`src/hdl/pwr_ctrl_pkg.sv`:
```
// Constants and types for the stop and idle power-down controller.
// Assumes a 20 MHz system clock and an 8-bit register port.
package pwr_ctrl_pkg;

  // ----------------------------------------------------------------
  // Opcodes and key
  // ----------------------------------------------------------------
  localparam logic [7:0] OPC_STOP      = 8'h7F;
  localparam logic [7:0] OPC_IDLE      = 8'h6F;
  localparam logic [7:0] STOP_KEY      = 8'hA5;

  // ----------------------------------------------------------------
  // Register offsets
  // ----------------------------------------------------------------
  localparam logic [7:0] ADDR_BTCTL    = 8'hD3;
  localparam logic [7:0] ADDR_CLKCTL   = 8'hD4;
  localparam logic [7:0] ADDR_STATUS   = 8'hD5;
  localparam logic [7:0] ADDR_DATA     = 8'hD6;
  localparam logic [7:0] ADDR_STPKEY   = 8'hFB;

  // ----------------------------------------------------------------
  // Fields and reset values
  // ----------------------------------------------------------------
  localparam int         CLKDIV_LSB    = 3;
  localparam int         CLKDIV_MSB    = 4;
  localparam logic [1:0] CLKDIV_SLOW   = 2'h0;
  localparam logic [7:0] BTCTL_RST     = 8'h00;
  localparam logic [7:0] CLKCTL_RST    = 8'h00;
  localparam logic [7:0] STPKEY_RST    = 8'h00;
  localparam logic [7:0] DIR_RST       = 8'h00;
  localparam logic [7:0] ZERO8         = 8'h00;
  localparam logic [15:0] RESET_VECTOR = 16'h0100;
  localparam int         NUM_EXT_INT   = 12;
  localparam int         STAB_MSB      = 11;
  localparam logic [11:0] STAB_ZERO    = 12'h000;
  localparam logic [11:0] STAB_ONE     = 12'h001;
  localparam logic [7:0] STAB_SHIFT_ONE = 8'h01;

  // ----------------------------------------------------------------
  // Types
  // ----------------------------------------------------------------
  typedef enum logic [4:0] {
    ST_RUN     = 5'h01,
    ST_STOP    = 5'h02,
    ST_IDLE    = 5'h04,
    ST_STAB    = 5'h08,
    ST_RST_WAIT = 5'h10
  } pwr_state_t;

  typedef struct packed {
    logic [7:0] addr;
    logic [7:0] wdata;
    logic       wr;
    logic       rd;
  } reg_req_t;

  typedef struct packed {
    logic       osc_en;
    logic       cpu_clk_en;
    logic       periph_clk_en;
    logic       service_irq;
    logic       fetch_reset;
  } pwr_ctl_t;

  function automatic logic [11:0] stab_limit(input logic [2:0] sel);
    stab_limit = STAB_ONE << sel;
  endfunction

endpackage

```
`src/hdl/edge_detect.sv`:
```
// Edge detector for the external interrupt pins.
// Assumes pins are already synchronous and noise filtered.
`timescale 1ns/1ps
module edge_detect
  import pwr_ctrl_pkg::*;
(
  // Clock and reset
  input  wire logic                   clk_i,
  input  wire logic                   rst_i,
  // Pins
  input  wire logic [NUM_EXT_INT-1:0] pins_i,
  output logic      [NUM_EXT_INT-1:0] edge_o
);

  logic [NUM_EXT_INT-1:0] prev_r;
  logic [NUM_EXT_INT-1:0] prev_nxt;
  logic [NUM_EXT_INT-1:0] edge_r;
  logic [NUM_EXT_INT-1:0] edge_nxt;

  always_comb begin
    prev_nxt = pins_i;
    edge_nxt = pins_i ^ prev_r;
  end

  always_ff @(posedge clk_i) begin
    if (rst_i) begin
      prev_r <= pins_i;
      edge_r <= '0;
    end else begin
      prev_r <= prev_nxt;
      edge_r <= edge_nxt;
    end
  end

  assign edge_o = edge_r;

endmodule

```
`src/hdl/pwr_ctrl.sv`:
```
// Stop and idle power-down sequencer with its control registers.
// Assumes the CPU presents each executed opcode as a one-cycle strobe.
//
// The implementer's own choices: the register offsets and the address-and-strobe port.
`timescale 1ns/1ps
// How it works
// - Opcode 7F enters stop mode only when the stop key register holds A5.
// - Stop mode turns off the main oscillator, freezing CPU and peripherals.
// - Data registers keep their values through stop mode.
// - Reset ends stop, restores control registers, keeps data registers.
// - Reset clears clock divider bits 4:3 to slow clock.
// - After reset release wait stabilization, then fetch from 0100.
// - Edges on twelve external interrupt pins release stop mode.
// - Interrupt release keeps control registers except the stop key.
// - Interrupt release keeps the clock divider selection.
// - Interrupt release services the interrupt then resumes after stop.
// - Enabled internal interrupts release stop like external ones.
// - Opcode 6F gates the CPU clock, peripherals keep running.
// - Port directions are held during idle mode.
// - Reset ends idle, restores controls, keeps data, slow clock.
// - With all interrupts masked only reset ends idle.
// - Enabled interrupt ends idle, clock kept, serviced, resume after idle.
module pwr_ctrl
  import pwr_ctrl_pkg::*;
(
  // Clock and reset
  input  wire logic                   clk_i,
  input  wire logic                   rst_i,
  // Register port
  input  wire logic [7:0]             reg_addr_i,
  input  wire logic [7:0]             reg_wdata_i,
  input  wire logic                   reg_wr_i,
  input  wire logic                   reg_rd_i,
  output logic      [7:0]             reg_rdata_o,
  // CPU core
  input  wire logic [7:0]             opcode_i,
  input  wire logic                   opcode_valid_i,
  input  wire logic                   return_from_interrupt_i,
  input  wire logic [7:0]             port_dir_i,
  // Interrupt sources
  input  wire logic [NUM_EXT_INT-1:0] external_interrupt_lines_i,
  input  wire logic [NUM_EXT_INT-1:0] ext_int_enable_i,
  input  wire logic                   internal_irq_i,
  input  wire logic                   global_int_enable_i,
  // Controls
  output logic                        osc_en_o,
  output logic                        cpu_clk_en_o,
  output logic                        periph_clk_en_o,
  output logic                        service_irq_o,
  output logic                        fetch_reset_o,
  output logic      [15:0]            fetch_addr_o,
  output logic      [1:0]             clk_div_sel_o,
  output logic      [7:0]             port_dir_o
);

  // ----------------------------------------------------------------
  // State
  // ----------------------------------------------------------------
  reg_req_t               req;
  pwr_state_t             state_r;
  pwr_state_t             state_nxt;
  pwr_ctl_t               ctl_r;
  pwr_ctl_t               ctl_nxt;
  logic [7:0]             btctl_r;
  logic [7:0]             btctl_nxt;
  logic [7:0]             clkctl_r;
  logic [7:0]             clkctl_nxt;
  logic [7:0]             stpkey_r;
  logic [7:0]             stpkey_nxt;
  logic [7:0]             data_r;
  logic [7:0]             data_nxt;
  logic [7:0]             rdata_r;
  logic [7:0]             rdata_nxt;
  logic [7:0]             dir_r;
  logic [7:0]             dir_nxt;
  logic [STAB_MSB:0]      stab_r;
  logic [STAB_MSB:0]      stab_nxt;
  logic                   from_reset_r;
  logic                   from_reset_nxt;
  logic [15:0]            fetch_r;
  logic [15:0]            fetch_nxt;
  logic [NUM_EXT_INT-1:0] ext_edge;
  logic                   wake_irq;
  logic                   do_stop;
  logic                   do_idle;

  assign req = '{addr: reg_addr_i, wdata: reg_wdata_i, wr: reg_wr_i, rd: reg_rd_i};

  edge_detect u_edge (
    .clk_i  (clk_i),
    .rst_i  (rst_i),
    .pins_i (external_interrupt_lines_i),
    .edge_o (ext_edge)
  );

  // ----------------------------------------------------------------
  // Wake and entry decode
  // ----------------------------------------------------------------
  always_comb begin
    wake_irq = global_int_enable_i & ((|(ext_edge & ext_int_enable_i)) | internal_irq_i);
    do_stop  = opcode_valid_i & (opcode_i == OPC_STOP) & (stpkey_r == STOP_KEY);
    do_idle  = opcode_valid_i & (opcode_i == OPC_IDLE);
  end

  // ----------------------------------------------------------------
  // Registers and sequencer
  // ----------------------------------------------------------------
  always_comb begin
    state_nxt      = state_r;
    ctl_nxt        = ctl_r;
    btctl_nxt      = btctl_r;
    clkctl_nxt     = clkctl_r;
    stpkey_nxt     = stpkey_r;
    data_nxt       = data_r;
    dir_nxt        = dir_r;
    stab_nxt       = stab_r;
    from_reset_nxt = from_reset_r;
    fetch_nxt      = fetch_r;
    rdata_nxt      = ZERO8;
    ctl_nxt.service_irq = 1'b0;
    ctl_nxt.fetch_reset = 1'b0;
    if (state_r == ST_RUN) begin
      dir_nxt = port_dir_i;
    end
    if (req.wr && (state_r == ST_RUN)) begin
      case (req.addr)
        ADDR_BTCTL:  btctl_nxt  = req.wdata;
        ADDR_CLKCTL: clkctl_nxt = req.wdata;
        ADDR_STPKEY: stpkey_nxt = req.wdata;
        ADDR_DATA:   data_nxt   = req.wdata;
        default:     data_nxt   = data_r;
      endcase
    end
    if (req.rd) begin
      case (req.addr)
        ADDR_BTCTL:  rdata_nxt = btctl_r;
        ADDR_CLKCTL: rdata_nxt = clkctl_r;
        ADDR_STPKEY: rdata_nxt = stpkey_r;
        ADDR_DATA:   rdata_nxt = data_r;
        ADDR_STATUS: rdata_nxt = {3'h0, state_r};
        default:     rdata_nxt = ZERO8;
      endcase
    end
    case (state_r)
      ST_RUN: begin
        if (do_stop) begin
          state_nxt             = ST_STOP;
          ctl_nxt.osc_en        = 1'b0;
          ctl_nxt.cpu_clk_en    = 1'b0;
          ctl_nxt.periph_clk_en = 1'b0;
        end else if (do_idle) begin
          state_nxt          = ST_IDLE;
          ctl_nxt.cpu_clk_en = 1'b0;
        end
      end
      ST_STOP: begin
        if (wake_irq) begin
          state_nxt      = ST_STAB;
          stpkey_nxt     = STPKEY_RST;
          from_reset_nxt = 1'b0;
          stab_nxt       = STAB_ZERO;
          ctl_nxt.osc_en = 1'b1;
        end
      end
      ST_IDLE: begin
        if (wake_irq) begin
          state_nxt           = ST_RUN;
          ctl_nxt.cpu_clk_en  = 1'b1;
          ctl_nxt.service_irq = 1'b1;
        end
      end
      ST_STAB: begin
        stab_nxt = stab_r + STAB_ONE;
        if (stab_r >= stab_limit(btctl_r[2:0])) begin
          state_nxt             = ST_RUN;
          ctl_nxt.cpu_clk_en    = 1'b1;
          ctl_nxt.periph_clk_en = 1'b1;
          if (from_reset_r) begin
            ctl_nxt.fetch_reset = 1'b1;
            fetch_nxt           = RESET_VECTOR;
          end else begin
            ctl_nxt.service_irq = 1'b1;
          end
        end
      end
      ST_RST_WAIT: begin
        state_nxt      = ST_STAB;
        from_reset_nxt = 1'b1;
        stab_nxt       = STAB_ZERO;
      end
      default: begin
        state_nxt = ST_RUN;
      end
    endcase
  end

  always_ff @(posedge clk_i) begin
    if (rst_i) begin
      state_r      <= ST_RST_WAIT;
      ctl_r        <= '{osc_en: 1'b1, cpu_clk_en: 1'b0, periph_clk_en: 1'b0,
                        service_irq: 1'b0, fetch_reset: 1'b0};
      btctl_r      <= BTCTL_RST;
      clkctl_r     <= CLKCTL_RST;
      stpkey_r     <= STPKEY_RST;
      dir_r        <= DIR_RST;
      stab_r       <= STAB_ZERO;
      from_reset_r <= 1'b1;
      fetch_r      <= RESET_VECTOR;
      rdata_r      <= ZERO8;
    end else begin
      state_r      <= state_nxt;
      ctl_r        <= ctl_nxt;
      btctl_r      <= btctl_nxt;
      clkctl_r     <= clkctl_nxt;
      stpkey_r     <= stpkey_nxt;
      dir_r        <= dir_nxt;
      stab_r       <= stab_nxt;
      from_reset_r <= from_reset_nxt;
      fetch_r      <= fetch_nxt;
      rdata_r      <= rdata_nxt;
    end
  end

  // Data register is not reset so its contents survive reset and stop.
  always_ff @(posedge clk_i) begin
    data_r <= data_nxt;
  end

  assign reg_rdata_o     = rdata_r;
  assign osc_en_o        = ctl_r.osc_en;
  assign cpu_clk_en_o    = ctl_r.cpu_clk_en;
  assign periph_clk_en_o = ctl_r.periph_clk_en;
  assign service_irq_o   = ctl_r.service_irq;
  assign fetch_reset_o   = ctl_r.fetch_reset;
  assign fetch_addr_o    = fetch_r;
  assign clk_div_sel_o   = clkctl_r[CLKDIV_MSB:CLKDIV_LSB];
  assign port_dir_o      = dir_r;

endmodule

```
`config.mk`:
```
export PLATFORM = sky130hd
export DESIGN_NAME = pwr_ctrl
export DESIGN_NICKNAME = d
export VERILOG_FILES = /design/src/hdl/pwr_ctrl_pkg.sv /design/src/hdl/edge_detect.sv /design/src/hdl/pwr_ctrl.sv
export SDC_FILE = /design/constraint.sdc
export NUM_CORES = 1
export LEC_CHECK = 0
export ABC_AREA = 1
export BUFFER_PORTS_ARGS = -buffer_cell sky130_fd_sc_hd__buf_2
export CORE_MARGIN = 2
export CORE_UTILIZATION = 40
export DETAILED_ROUTE_END_ITERATION = 16
export PLACE_DENSITY = 0.71
export SYNTH_ARGS = -nofsm -noshare
export SYNTH_HDL_FRONTEND = slang
export SYNTH_SLANG_ARGS = --single-unit
```
`constraint.sdc`:
```
create_clock -name clk_i -period 6 [get_ports clk_i]
set_input_delay 1.5 -clock clk_i [delete_from_list [all_inputs] [get_ports clk_i]]
set_output_delay 1.5 -clock clk_i [all_outputs]
set_load 0.01 [all_outputs]
```
## Word-level counts from Yosys, hierarchy flattened

Cells that the tools add are included.

| storage, ports and cells | value |
|---|---|
| output and inout bits | 39 |
| input bits | 64 |
| bits in registers | 95 |
| word-level logic and storage cells | 92 |

| operators by class | value |
|---|---|
| magnitude comparators | 1 |
| mux-type cells | 27 |
| equality and inequality tests | 18 |
| reduce and logical (&&, ||, !) cells | 18 |
| shifts and indexed selects | 1 |
| bitwise operators | 10 |
| add/subtract/negate cells | 1 |

Operators by type and width:

| operator | number |
|---|---|
| == test 8 bit, second input constant | 6 |
| one-hot mux 8 bit (5 select lines) | 1 |
| one-hot mux 12 bit (3 select lines) | 1 |
| two-way mux 8 bit | 4 |
| two-way mux 5 bit | 5 |
| one-hot mux 5 bit (5 select lines) | 1 |
| == test 8 x 7 -> 1 bit, second input constant | 2 |
| adder 12 x 1 -> 12 bit, second input constant | 1 |
| bitwise AND 12 bit | 1 |
| greater-or-equal comparator 12 bit | 1 |
| two-way mux 12 bit | 1 |
| OR reduction 12 bit | 1 |
| << shifter 1 x 3 -> 12 bit, first input constant | 1 |
| XOR 12 bit | 1 |
| AND reduction 2 bit | 5 |
| two-way mux 1 bit | 8 |
| inequality test 2 bit, second input constant | 4 |
| one-hot mux 1 bit (2 select lines) | 4 |
| AND reduction 4 bit | 2 |
| AND reduction 3 bit | 2 |
| nonzero test 2 bit | 3 |
| nonzero test 3 bit | 2 |
| == test 5 x 1 -> 1 bit, second input constant | 1 |
| == test 5 x 2 -> 1 bit, second input constant | 1 |
| other kinds (12) | 17 |

## Longest topological paths before layout

Gate-level depths: netlist of run 1.

| depth | value |
|---|---|
| depth in word-level cells | 6 |
| mapped depth | 16 |
| gate-level depth less buffers | 15 |

## Modules after synthesis

A second synthesis of run 1 with hierarchy kept.

| unflattened totals | value |
|---|---|
| cell total of the unflattened synthesis | 600 |
| area total of the unflattened synthesis | 4,421.7 um^2 |

By module, submodules not included:

| module | area each (um^2) | instances | sequential area each (um^2) | cells an instance |
|---|---|---|---|---|
| pwr_ctrl | 3,721.1 | 1 | 1,501.4 | 526 |
| edge_detect | 700.7 | 1 | 480.5 | 74 |

## Worst setup path before layout of run 1

Ideal clock, no wire load.

| timing | value |
|---|---|
| path type | in2reg |
| start point | input reg_addr_i[6] |
| end point | register data_r[0], enable pin |
| setup time | 0.370 ns |
| path buffers | 0 |
| setup slack | 3.063 ns |
| arrival time | 2.567 ns |
| stages on the path | 6 |
| required time | 5.630 ns |
| path through | nand2_1 nor3_4 inv_2 nor3_4 nand2_1 nor2_1 |

| on the way | value |
|---|---|
| cells in the longest elaborated chain, start to end | 2 |

RTL lines:

| what | RTL line | RTL |
|---|---|---|
| start: declaration | pwr_ctrl.sv:30 | `input wire logic [7:0] reg_addr_i,` |
| == test 8 bit | pwr_ctrl.sv:126 | `case (req.addr)` |
| AND reduction 2 bit (no source line) | - |  |
| end signal: assignment | pwr_ctrl.sv:226 | `data_r <= data_nxt;` |
| end: declaration | pwr_ctrl.sv:70 | `logic [7:0] data_r;` |

No other way between the ends.
A chain may end at the register's enable or synchronous reset.

## Worst setup path in the final report of run 1

| timing | value |
|---|---|
| start point | input reg_addr_i[6] |
| end point | register data_r[2], enable pin |

Same word-level chain as after synthesis.

==> results of run 1 <==
## per-layer routing
layer	up-vias	share of wire, %	GRT usage [%]
met2	116	48	30.1
met5	-	0	0
met4	0	2.2	9.25
met3	23	5.6	2.63
met1	1767	44	22.5
li1	1994	-	-
## tightest hold or removal path, stage by stage, from the launching register on
cell and delay [ns]:
dfxtp_1 0.33, nand2_1 0.06, a21oi_1 0.05
## synth_stat cells (2+ instances only)
cell type	number	area [um^2]
dfxtp_1	87	1740
inv_2	4	15.0
nand3_1	39	195
buf_4	18	135
o21ai_1	2	10.0
nor3_1	8	40.0
nor2_2	3	18.8
xor2_1	2	17.5
a21oi_1	47	235
buf_2	4	20.0
edfxtp_1	8	240
inv_1	68	255
conb_1	2	7.51
nor3_4	2	32.5
nor2_1	81	304
o22ai_1	8	50.1
o211ai_1	3	22.5
ha_1	9	113
nand4_1	12	75.1
nand3b_1	3	22.5
o21ai_2	2	17.5
clkbuf_1	11	41.3
buf_6	3	33.8
xnor2_1	12	105
nand2_1	102	383
o21ai_0	26	130
a21oi_2	2	17.5
or2_2	4	25.0
o21bai_1	2	15.0
nor4_1	2	12.5
## cells by family after synthesis
kind of cell	after synthesis
AOI/OAI and AO/OA	93
xor gates and xnor gates	14
adders and majority gates	9
buffers and inverters	109
DFF	95
other	2
and+or+nand+nor	262
## power by group through the flow
stage | Combinational [mW] | Clock (mW) | Sequential, mW
5_1_grt | 0.235 | 0.426 | 0.696
3_5_place_dp | 0.205 | 0 | 0.706
6_report | 0.205 | 0.392 | 0.691
2_1_floorplan | 0.139 | 0 | 0.710
3_3_place_gp | 0.200 | 0 | 0.704
4_1_cts | 0.205 | 0.404 | 0.691
## path summary, 6_finish.rpt
| check | cells after the start | endpoint | slack (ns) | startpoint |
|---|---|---|---|---|
| min | 2 | periph_clk_en_o$_SDFFE_PP0P_ | 0.47 | periph_clk_en_o$_SDFFE_PP0P_ |
| min reg2reg | 2 | periph_clk_en_o$_SDFFE_PP0P_ | 0.47 | periph_clk_en_o$_SDFFE_PP0P_ |
| max | 7 | data_r[2]$_DFFE_PP_ | 2.95 | reg_addr_i[6] |
| max reg2reg | 7 | data_r[2]$_DFFE_PP_ | 3.61 | state_r[3]$_SDFFE_PP0P_ |
## sequential cells by signal, summed over array words and instances (netlist names)
name	flops
stab_r	12
u_edge.edge_o	12
u_edge.prev_r	12
btctl_r	8
clkctl_r	8
data_r	8
port_dir_o	8
reg_rdata_o	8
stpkey_r	8
state_r	5
cpu_clk_en_o	1
fetch_reset_o	1
from_reset_r	1
osc_en_o	1
periph_clk_en_o	1
service_irq_o	1
## area by class of cell
type	instances	area share (%)
Sequential cell	95	39.6
Multi-Input combinational cell	394	39.3
Timing Repair Buffer	86	8.65
Inverter	72	5.40
Tap cell	140	3.50
Clock buffer	9	2.48
Clock inverter	7	1.10
==> impl_metrics.py, run 1 <==
metrics = {
    "placed_design": {
        "place_inst": 787,
        "dp_slack_ns": 2.57,
        "io_buffers": 85,
        "place_congestion": 0.866,
        "dpl_cell_area_um2": 4830,
        "dp_hpwl_um": 7580,
    },
    "worst_setup_path": {
        "cpPeakStageDelay_ns": 0.63,
        "critPathCaptureType": "register",
        "required_ns": 6.00,
        "crit_slowest_cell": "nor2_1",
        "crit_fanout": 8,
        "worstSetupPathType": "input pin to register",
        "arrival_ns": 3.05,
        "cp-start-kind": "input pin",
        "crit_family": "simple AND/OR/NAND/NOR gates",
        "path_buf_inv": 2,
        "worstPathCellList": "buf_2, nand2_1, nor3_4, inv_2, nor3_4, nand2_1, nor2_1",
    },
    "logic_synthesis": {
        "yosys.area_share.simple_pct": 26.5,
        "ys_types": 38,
        "ys_ff_latch": 95,
        "ys.flop_type": "dfxtp_1",
        "synth_edf_count": 8,
        "synth_area_per_cell_um2": 7.53,
        "synth_top_family_by_area": "simple AND/OR/NAND/NOR gates",
        "yosysWarnings": 0,
        "yosys.area_share.adder_pct": 2.56,
        "synthCells": 584,
        "netlist_area_um2": 4400,
        "async_flop_share_pct": 0,
        "synth-xor-area-share_pct": 2.79,
        "ys_seq_area_share_pct": 45.1,
        "synth-compound-area-share_pct": 11.5,
        "synthMuxAreaShare_pct": 0,
    },
    "sta": {
        "period_needed_ns": 3.05,
        "finalWorstSetupSlack_ns": 2.95,
        "fin_hold_ws_ns": 0.474,
        "finalClockSkew_ns": 0.0116,
        "rsz0062_at_grt": "no",
        "maxSlewHeadroom_pct": 45.6,
        "setup_viol": 0,
        "drv_slew": 0,
        "min_period_over_period_pct": 50.8,
        "tns_ns": 0,
        "hold_viol_final": 0,
        "fmax_mhz": 328,
        "tightest_slew_ns": 0.813,
    },
    "clocking": {
        "cts_max_level": 3,
        "cts_root_buf": "clkbuf_8",
        "cts_tree": "built",
        "cts_max_path_buffers": 2,
        "cts_made_buffers": 9,
        "clk_pin_slew_worst_paths_ns": 0.10,
        "post_cts_buffers": 0,
        "cts_hold_buf": 0,
        "numClockSinks": 95,
        "post_cts_resized": 0,
        "clkLatencyLatePin_ns": 0.38,
    },
    "final_layout": {
        "multi_input_area_um2": 1970,
        "final_layout_size_suffix_gt1_share_pct": 18.7,
        "finish.utilization_pct": 46.4,
        "layout_common_cells": "102 x nand2_1, 87 x dfxtp_1, 85 x buf_2, 81 x nor2_1, 68 x inv_1",
        "instances_no_fill": 803,
        "fillCellCount": 1091,
        "fin_area_um2": 5000,
        "nNetsFinal": 731,
        "final_common_cell": "nand2_1",
        "num_antenna_cells": 0,
        "syn_to_final_growth_pct": 13.8,
        "register_area_um2": 1980,
    },
    "floorplan": {
        "rows": 38,
        "start_util_pct": 40.8,
        "core_area_um2": 10800,
        "chipHeight_um": 109,
        "die_area_um2": 11900,
        "fp.dieW_um": 109,
        "io_pins": 103,
    },
    "global_routing": {
        "grt_pass1_vias": 3696,
        "track_usage_pct": 18.0,
        "antenna_found_initial": 0,
        "grt_pass1_wl_um": 16800,
        "grt_overflow": 0,
        "grt_max_degree": 30,
    },
    "pwr": {
        "p_leak_nw": 2.24,
        "switching_power_mw": 0.387,
        "power_mw": 1.29,
        "power_frac_seq_pct": 53.7,
        "power_density_nw_per_um2": 257,
        "cell_internal_pwr_mw": 0.900,
        "pwr-share-comb_pct": 15.9,
        "pwr-share-clk_pct": 30.4,
        "power_switching_share_pct": 30.1,
        "peakVddDrop_mv": 0.101,
    },
    "routing": {
        "remaining_drc_errors": 0,
        "first_pass_iters": 5,
        "viasPerCell": 4.86,
        "drtIter0Drc": 240,
        "drt.antenna.violating_nets": 0,
        "vias": 3900,
        "drt-wirelength-per-cell_um": 12.4,
        "finalWirelength_um": 10000,
    },
    "min_path": {
        "hp-class": "register to register",
    },
    "run_status": {
        "status": "complete, no violations",
    },
    "run": {
        "drv_cap": 0,
    },
}
Note: power is estimated with default switching activity, not from simulation.
==> run 2: changes to the inputs <==
--- a/config.mk
+++ b/config.mk
@@ -5,12 +5,12 @@
 export SDC_FILE = /design/constraint.sdc
 export NUM_CORES = 1
 export LEC_CHECK = 0
-export ABC_AREA = 1
+export ABC_AREA = 0
 export BUFFER_PORTS_ARGS = -buffer_cell sky130_fd_sc_hd__buf_2
 export CORE_MARGIN = 2
 export CORE_UTILIZATION = 40
 export DETAILED_ROUTE_END_ITERATION = 16
-export PLACE_DENSITY = 0.71
+export PLACE_DENSITY = 0.74
 export SYNTH_ARGS = -nofsm -noshare
 export SYNTH_HDL_FRONTEND = slang
 export SYNTH_SLANG_ARGS = --single-unit
==> constraint.sdc (replaced) <==
create_clock -name clk_i -period 2.7 [get_ports clk_i]
set_input_delay 0.675 -clock clk_i [delete_from_list [all_inputs] [get_ports clk_i]]
set_output_delay 0.675 -clock clk_i [all_outputs]
set_load 0.01 [all_outputs]
==> run 2 against run 1 <==
Critical path depth did not move. Area after synthesis is 1.6% lower. Combinational power rose by 27%. Sequential share of layout area is 0.059 points lower.
==> impl_metrics.py, run 2 <==
metrics = {
    "global_routing": {
        "grt_overflow": 0,
        "grt_max_degree": 35,
        "grt_pass1_vias": 3481,
        "grt_pass1_wl_um": 16300,
        "track_usage_pct": 17.5,
        "antenna_found_initial": 0,
    },
    "routing": {
        "first_pass_iters": 5,
        "drt.antenna.violating_nets": 0,
        "drtIter0Drc": 280,
        "finalWirelength_um": 9750,
        "drt-wirelength-per-cell_um": 14.4,
        "remaining_drc_errors": 0,
        "viasPerCell": 5.41,
        "vias": 3669,
    },
    "logic_synthesis": {
        "synthTopCellsByArea": "dfxtp_1 40%, mux2i_1 6.2%, edfxtp_1 5.6%, nor2_1 4.1%, a21oi_1 3.5%",
        "yosys.area.top_type_share_pct": 40.3,
        "async_flop_share_pct": 0,
        "ys_seq_area_share_pct": 45.8,
        "ys.flop_type": "dfxtp_1",
        "ys_ff_latch": 95,
        "synth_commonest_cells": "87 x dfxtp_1, 47 x nor2_1, 34 x nand2_1",
        "yosysWarnings": 0,
        "yosysMostFrequentCell": "dfxtp_1",
        "ys_types": 62,
        "synth_top_area_cell": "dfxtp_1",
        "synthCells": 455,
        "synth_area_per_cell_um2": 9.51,
        "synth_edf_count": 8,
        "netlist_area_um2": 4330,
    },
    "pwr": {
        "p_leak_nw": 1.94,
        "peakVddDrop_mv": 0.312,
        "power_density_nw_per_um2": 531,
    },
    "sta": {
        "rsz0062_at_grt": "no",
        "fmax_mhz": 406,
        "finalWorstSetupSlack_ns": 0.236,
        "tns_ns": 0,
        "tightest_slew_ns": 0.578,
        "maxSlewHeadroom_pct": 61.5,
        "min_period_over_period_pct": 91.3,
        "drv_slew": 0,
        "finalClockSkew_ns": 0.00967,
        "fin_hold_ws_ns": 0.440,
        "hold_viol_final": 0,
        "period_needed_ns": 2.46,
        "setup_viol": 0,
    },
    "run_status": {
        "status": "complete, no violations",
    },
    "worst_setup_path": {
        "critPathCaptureType": "register",
        "regToRegSetupSlack_ns": 0.24,
        "cp-start-kind": "register",
        "ff2ff_path_depth": 7,
        "r2r-end": "state_r[0]$_SDFFE_PP0P_",
        "arrival_ns": 2.71,
        "reg2reg_from": "btctl_r[1]$_SDFFE_PP0P_",
        "crit_fanout": 7,
        "worstSetupPathType": "register to register",
        "required_ns": 2.95,
    },
    "floorplan": {
        "io_pins": 103,
        "rows": 37,
        "core_area_um2": 10400,
        "chipHeight_um": 108,
        "die_area_um2": 11700,
        "fp.dieW_um": 108,
        "start_util_pct": 41.5,
    },
    "final_layout": {
        "final_layout_size_suffix_gt1_share_pct": 24.2,
        "final_common_cell": "dfxtp_1",
        "nNetsFinal": 610,
        "fin_area_um2": 5010,
        "syn_to_final_growth_pct": 15.8,
        "instances_no_fill": 678,
        "layout_common_cells": "87 x dfxtp_1, 85 x buf_2, 47 x nor2_1, 34 x nand2_1, 30 x a21oi_1",
        "num_antenna_cells": 0,
    },
    "min_path": {
        "min_to": "u_edge.prev_r[2]$_DFF_P_",
        "hold_path_startpoint": "external_interrupt_lines_i[2]",
        "min_path_cells": 1,
        "hp-class": "input pin to register",
    },
    "placed_design": {
        "place_congestion": 0.854,
        "dp_slack_ns": 0.0583,
        "io_buffers": 85,
        "dp_hpwl_um": 7280,
        "dpl_cell_area_um2": 4810,
        "place_inst": 661,
    },
    "clocking": {
        "cts_root_buf": "clkbuf_8",
        "cts_hold_buf": 0,
        "cts_made_buffers": 9,
        "cts_max_level": 3,
        "numClockSinks": 95,
        "clk_pin_slew_worst_paths_ns": 0.09,
        "clkLatencyLatePin_ns": 0.36,
        "cts_tree": "built",
        "cts_max_path_buffers": 2,
    },
    "run": {
        "drv_cap": 0,
    },
}
[run 2: cells by family (layout without fill, tap and decap cells)]
family                     Yosys count  after routing  share of synthesized area [%]
buffers and inverters               47            120                           6.51
and+or+nand+nor                    167            167                           20.6
DFF                                 95             95                           45.8
adders and majority gates            9              9                           2.60
muxes                               35             35                           8.33
AOI/OAI and AO/OA                   87             87                           13.4
other                                2             16                          0.174
xor gates and xnor gates            13             13                           2.63
[run 2: worst max-delay path by stage]
| stage | startpoint | to | slack [ns] | depth (start not counted) |
|---|---|---|---|---|
| floorplan | btctl_r[1]$_SDFFE_PP0P_ | state_r[0]$_SDFFE_PP0P_ | 0.33 | 8 |
| global placement | btctl_r[1]$_SDFFE_PP0P_ | fetch_reset_o$_SDFF_PP0_ | 0.22 | 7 |
| detailed placement | btctl_r[1]$_SDFFE_PP0P_ | fetch_reset_o$_SDFF_PP0_ | 0.06 | 7 |
| CTS | btctl_r[1]$_SDFFE_PP0P_ | fetch_reset_o$_SDFF_PP0_ | 0.02 | 7 |
| global route | btctl_r[1]$_SDFFE_PP0P_ | cpu_clk_en_o$_SDFFE_PP0P_ | 0.05 | 8 |
| finish | btctl_r[1]$_SDFFE_PP0P_ | state_r[0]$_SDFFE_PP0P_ | 0.24 | 7 |
[run 2: power breakdown]
| part | switching (mW) | internal, mW | leakage, nW |
|---|---|---|---|
| Sequential | 0.0272 | 1.46 | 0.782 |
| Clock | 0.485 | 0.432 | 0.0943 |
| Combinational | 0.151 | 0.109 | 1.07 |
[run 2: timing repair]
item | CTS | global route
setup buffers | 0 | 1
setup endpoints to repair | 0 | 4
hold endpoints to repair | 0 | 0
resized for setup | 0 | 2
[run 2: through the flow]
step	power (mW)	util (%)
finish	2.66	48.1
global route	2.79	48.1
CTS	2.69	48.0
detailed placement	1.77	46.2
global placement	1.76	46.2
floorplan	1.69	-
[run 2: per-layer routing]
metal / GRT usage [%] / share of wire [%] / wire, um / up-vias
met5: 0 / 0 / 0 / -
li1: - / - / - / 1773
met1: 21.4 / 43 / 4220 / 1731
met3: 3.62 / 6.8 / 659 / 12
met2: 30.6 / 49 / 4730 / 153
met4: 5.95 / 1.4 / 136 / 0
[run 2: critical path: stages (launching register included)]
cell and delay (ns):
dfxtp_1 0.43, or3b_2 0.48, ha_1 0.30, and3_1 0.19, o21ai_0 0.19, a311oi_2 0.19
or3_1 0.38, a41o_1 0.21
[run 2: area by class of cell]
class                   count  area (um^2)
clock buffers              11          131
clock inverters             5         57.6
fillers                  1008         5400
inverters                   5         18.8
multi-input cells         327         2120
flip-flops and latches     95         1980
well taps                 136          170
repair buffers             99          531
==> run 3: changes to the inputs <==
--- a/config.mk
+++ b/config.mk
@@ -5,7 +5,7 @@
 export SDC_FILE = /design/constraint.sdc
 export NUM_CORES = 1
 export LEC_CHECK = 0
-export ABC_AREA = 0
+export ABC_AREA = 1
 export BUFFER_PORTS_ARGS = -buffer_cell sky130_fd_sc_hd__buf_2
 export CORE_MARGIN = 2
 export CORE_UTILIZATION = 40
==> run 3 against run 2 <==
Clock-buffer cell count fell by 2. Sequential power grew 3%. Combinational power increased by 82%. Wire length is 3.7% higher. Setup slack improved by 0.46 ns. Sequential share of layout area shrank 0.46 points. Global-route usage grew 0.52 points. Cell count grew 20%. Critical path depth increased by 2. Final area rose by 1.2%. Die area rose by 1.6%. Utilization down 1.1 points.
==> impl_metrics.py, run 3 (synthesized netlist as in run 1, its figures left out) <==
metrics = {
    "final_layout": {
        "instances_no_fill": 811,
        "fin_area_um2": 5070,
        "fillCellCount": 1075,
        "final_common_cell": "nand2_1",
        "num_antenna_cells": 0,
        "syn_to_final_growth_pct": 15.3,
        "nNetsFinal": 739,
        "layout_common_cells": "102 x nand2_1, 87 x dfxtp_1, 85 x buf_2, 81 x nor2_1, 68 x inv_1",
        "final_layout_size_suffix_gt1_share_pct": 19.7,
    },
    "clocking": {
        "cts_max_path_buffers": 2,
        "cts_hold_buf": 0,
        "cts_made_buffers": 9,
        "clkLatencyLatePin_ns": 0.37,
        "cts_max_level": 3,
        "post_cts_buffers": 0,
        "cts_root_buf": "clkbuf_8",
        "post_cts_resized": 0,
        "clk_pin_slew_worst_paths_ns": 0.10,
        "numClockSinks": 95,
        "cts_tree": "built",
    },
    "sta": {
        "min_period_over_period_pct": 74.2,
        "fmax_mhz": 499,
        "finalClockSkew_ns": 0.00762,
        "period_needed_ns": 2.00,
        "tns_ns": 0,
        "maxSlewHeadroom_pct": 63.3,
        "drv_slew": 0,
        "rsz0062_at_grt": "no",
        "setup_viol": 0,
        "hold_viol_final": 0,
        "tightest_slew_ns": 0.550,
    },
    "pwr": {
        "power_switching_share_pct": 30.4,
        "cell_internal_pwr_mw": 2.03,
        "power_frac_seq_pct": 52.7,
        "power_density_nw_per_um2": 574,
        "peakVddDrop_mv": 0.262,
        "p_leak_nw": 2.29,
        "pwr-share-comb_pct": 16.4,
        "pwr-share-clk_pct": 30.9,
        "switching_power_mw": 0.884,
        "power_mw": 2.91,
    },
    "placed_design": {
        "dpl_cell_area_um2": 4890,
        "dp_hpwl_um": 7640,
        "place_congestion": 0.857,
        "io_buffers": 85,
        "place_inst": 795,
    },
    "global_routing": {
        "grt_pass1_vias": 3774,
        "grt_pass1_wl_um": 16800,
        "track_usage_pct": 18.0,
        "antenna_found_initial": 0,
        "grt_max_degree": 33,
        "grt_overflow": 0,
    },
    "worst_setup_path": {
        "required_ns": 2.96,
        "crit_fanout": 16,
        "critPathCaptureType": "register",
        "worstSetupPathType": "register to register",
        "arrival_ns": 2.26,
        "cp-start-kind": "register",
    },
    "floorplan": {
        "chipHeight_um": 109,
        "start_util_pct": 40.8,
        "fp.dieW_um": 109,
        "die_area_um2": 11900,
        "rows": 38,
        "io_pins": 103,
        "core_area_um2": 10800,
    },
    "min_path": {
        "hp-class": "input pin to register",
    },
    "routing": {
        "drt-wirelength-per-cell_um": 12.5,
        "viasPerCell": 4.89,
        "first_pass_iters": 5,
        "remaining_drc_errors": 0,
        "drt.antenna.violating_nets": 0,
        "drtIter0Drc": 279,
        "finalWirelength_um": 10100,
        "vias": 3964,
    },
    "run_status": {
        "status": "complete, no violations",
    },
    "run": {
        "drv_cap": 0,
    },
}
[run 3: power by group through the flow]
| stage | Clock (mW) | Combinational [mW] | Sequential [mW] |
|---|---|---|---|
| finish | 0.900 | 0.476 | 1.54 |
| global route | 0.981 | 0.544 | 1.54 |
| CTS | 0.930 | 0.477 | 1.54 |
| detailed placement | 0 | 0.475 | 1.57 |
| global placement | 0 | 0.463 | 1.56 |
| floorplan | 0 | 0.308 | 1.58 |
[run 3: cell type report]
type / count / area, um^2 / share of cell area, %
flip-flops and latches: 95 / 1980 / 39.1
multi-input cells: 394 / 1970 / 38.8
repair buffers: 94 / 493 / 9.72
inverters: 72 / 270 / 5.33
well taps: 140 / 175 / 3.45
clock buffers: 9 / 124 / 2.44
clock inverters: 7 / 61.3 / 1.21
[run 3: metal layers]
metal	GRT usage [%]	up-vias	part of all wire, %
met3	3.17	16	5.3
li1	-	2010	-
met5	0	-	0
met4	7.97	0	1.9
met1	22.7	1811	46
met2	30.0	127	47
[run 3: worst max-delay path, cell delays in order, from the launching register on]
cell     delay [ns]
dfxtp_1        0.33
inv_1          0.12
nand2_1        0.09
inv_2          0.07
nand4_2        0.12
inv_2          0.23
nand2_2        0.16
or2_1          0.45
a21oi_1        0.24
nor2_1         0.06
[run 3: final timing paths]
kind | from | endpoint | slack, ns | cells past startpoint
setup / recovery | state_r[3]$_SDFFE_PP0P_ | stpkey_r[3]$_SDFF_PP0_ | 0.70 | 9
hold reg to reg | btctl_r[6]$_SDFFE_PP0P_ | btctl_r[6]$_SDFFE_PP0P_ | 0.46 | 2
setup reg to reg | state_r[3]$_SDFFE_PP0P_ | stpkey_r[3]$_SDFF_PP0_ | 0.70 | 9
hold / removal | external_interrupt_lines_i[2] | u_edge.prev_r[2]$_DFF_P_ | 0.42 | 1
[run 3: through the flow]
stage | hold slack [ns] | setup slack [ns] | util [%]
6_report | 0.421 | 0.697 | 47.0
4_1_cts | 0.400 | 0.701 | 47.0
3_3_place_gp | 0.445 | 0.530 | 45.3
3_5_place_dp | 0.449 | 0.430 | 45.3
5_1_grt | 0.397 | 0.471 | 47.0
2_1_floorplan | 0.430 | 0.588 | -
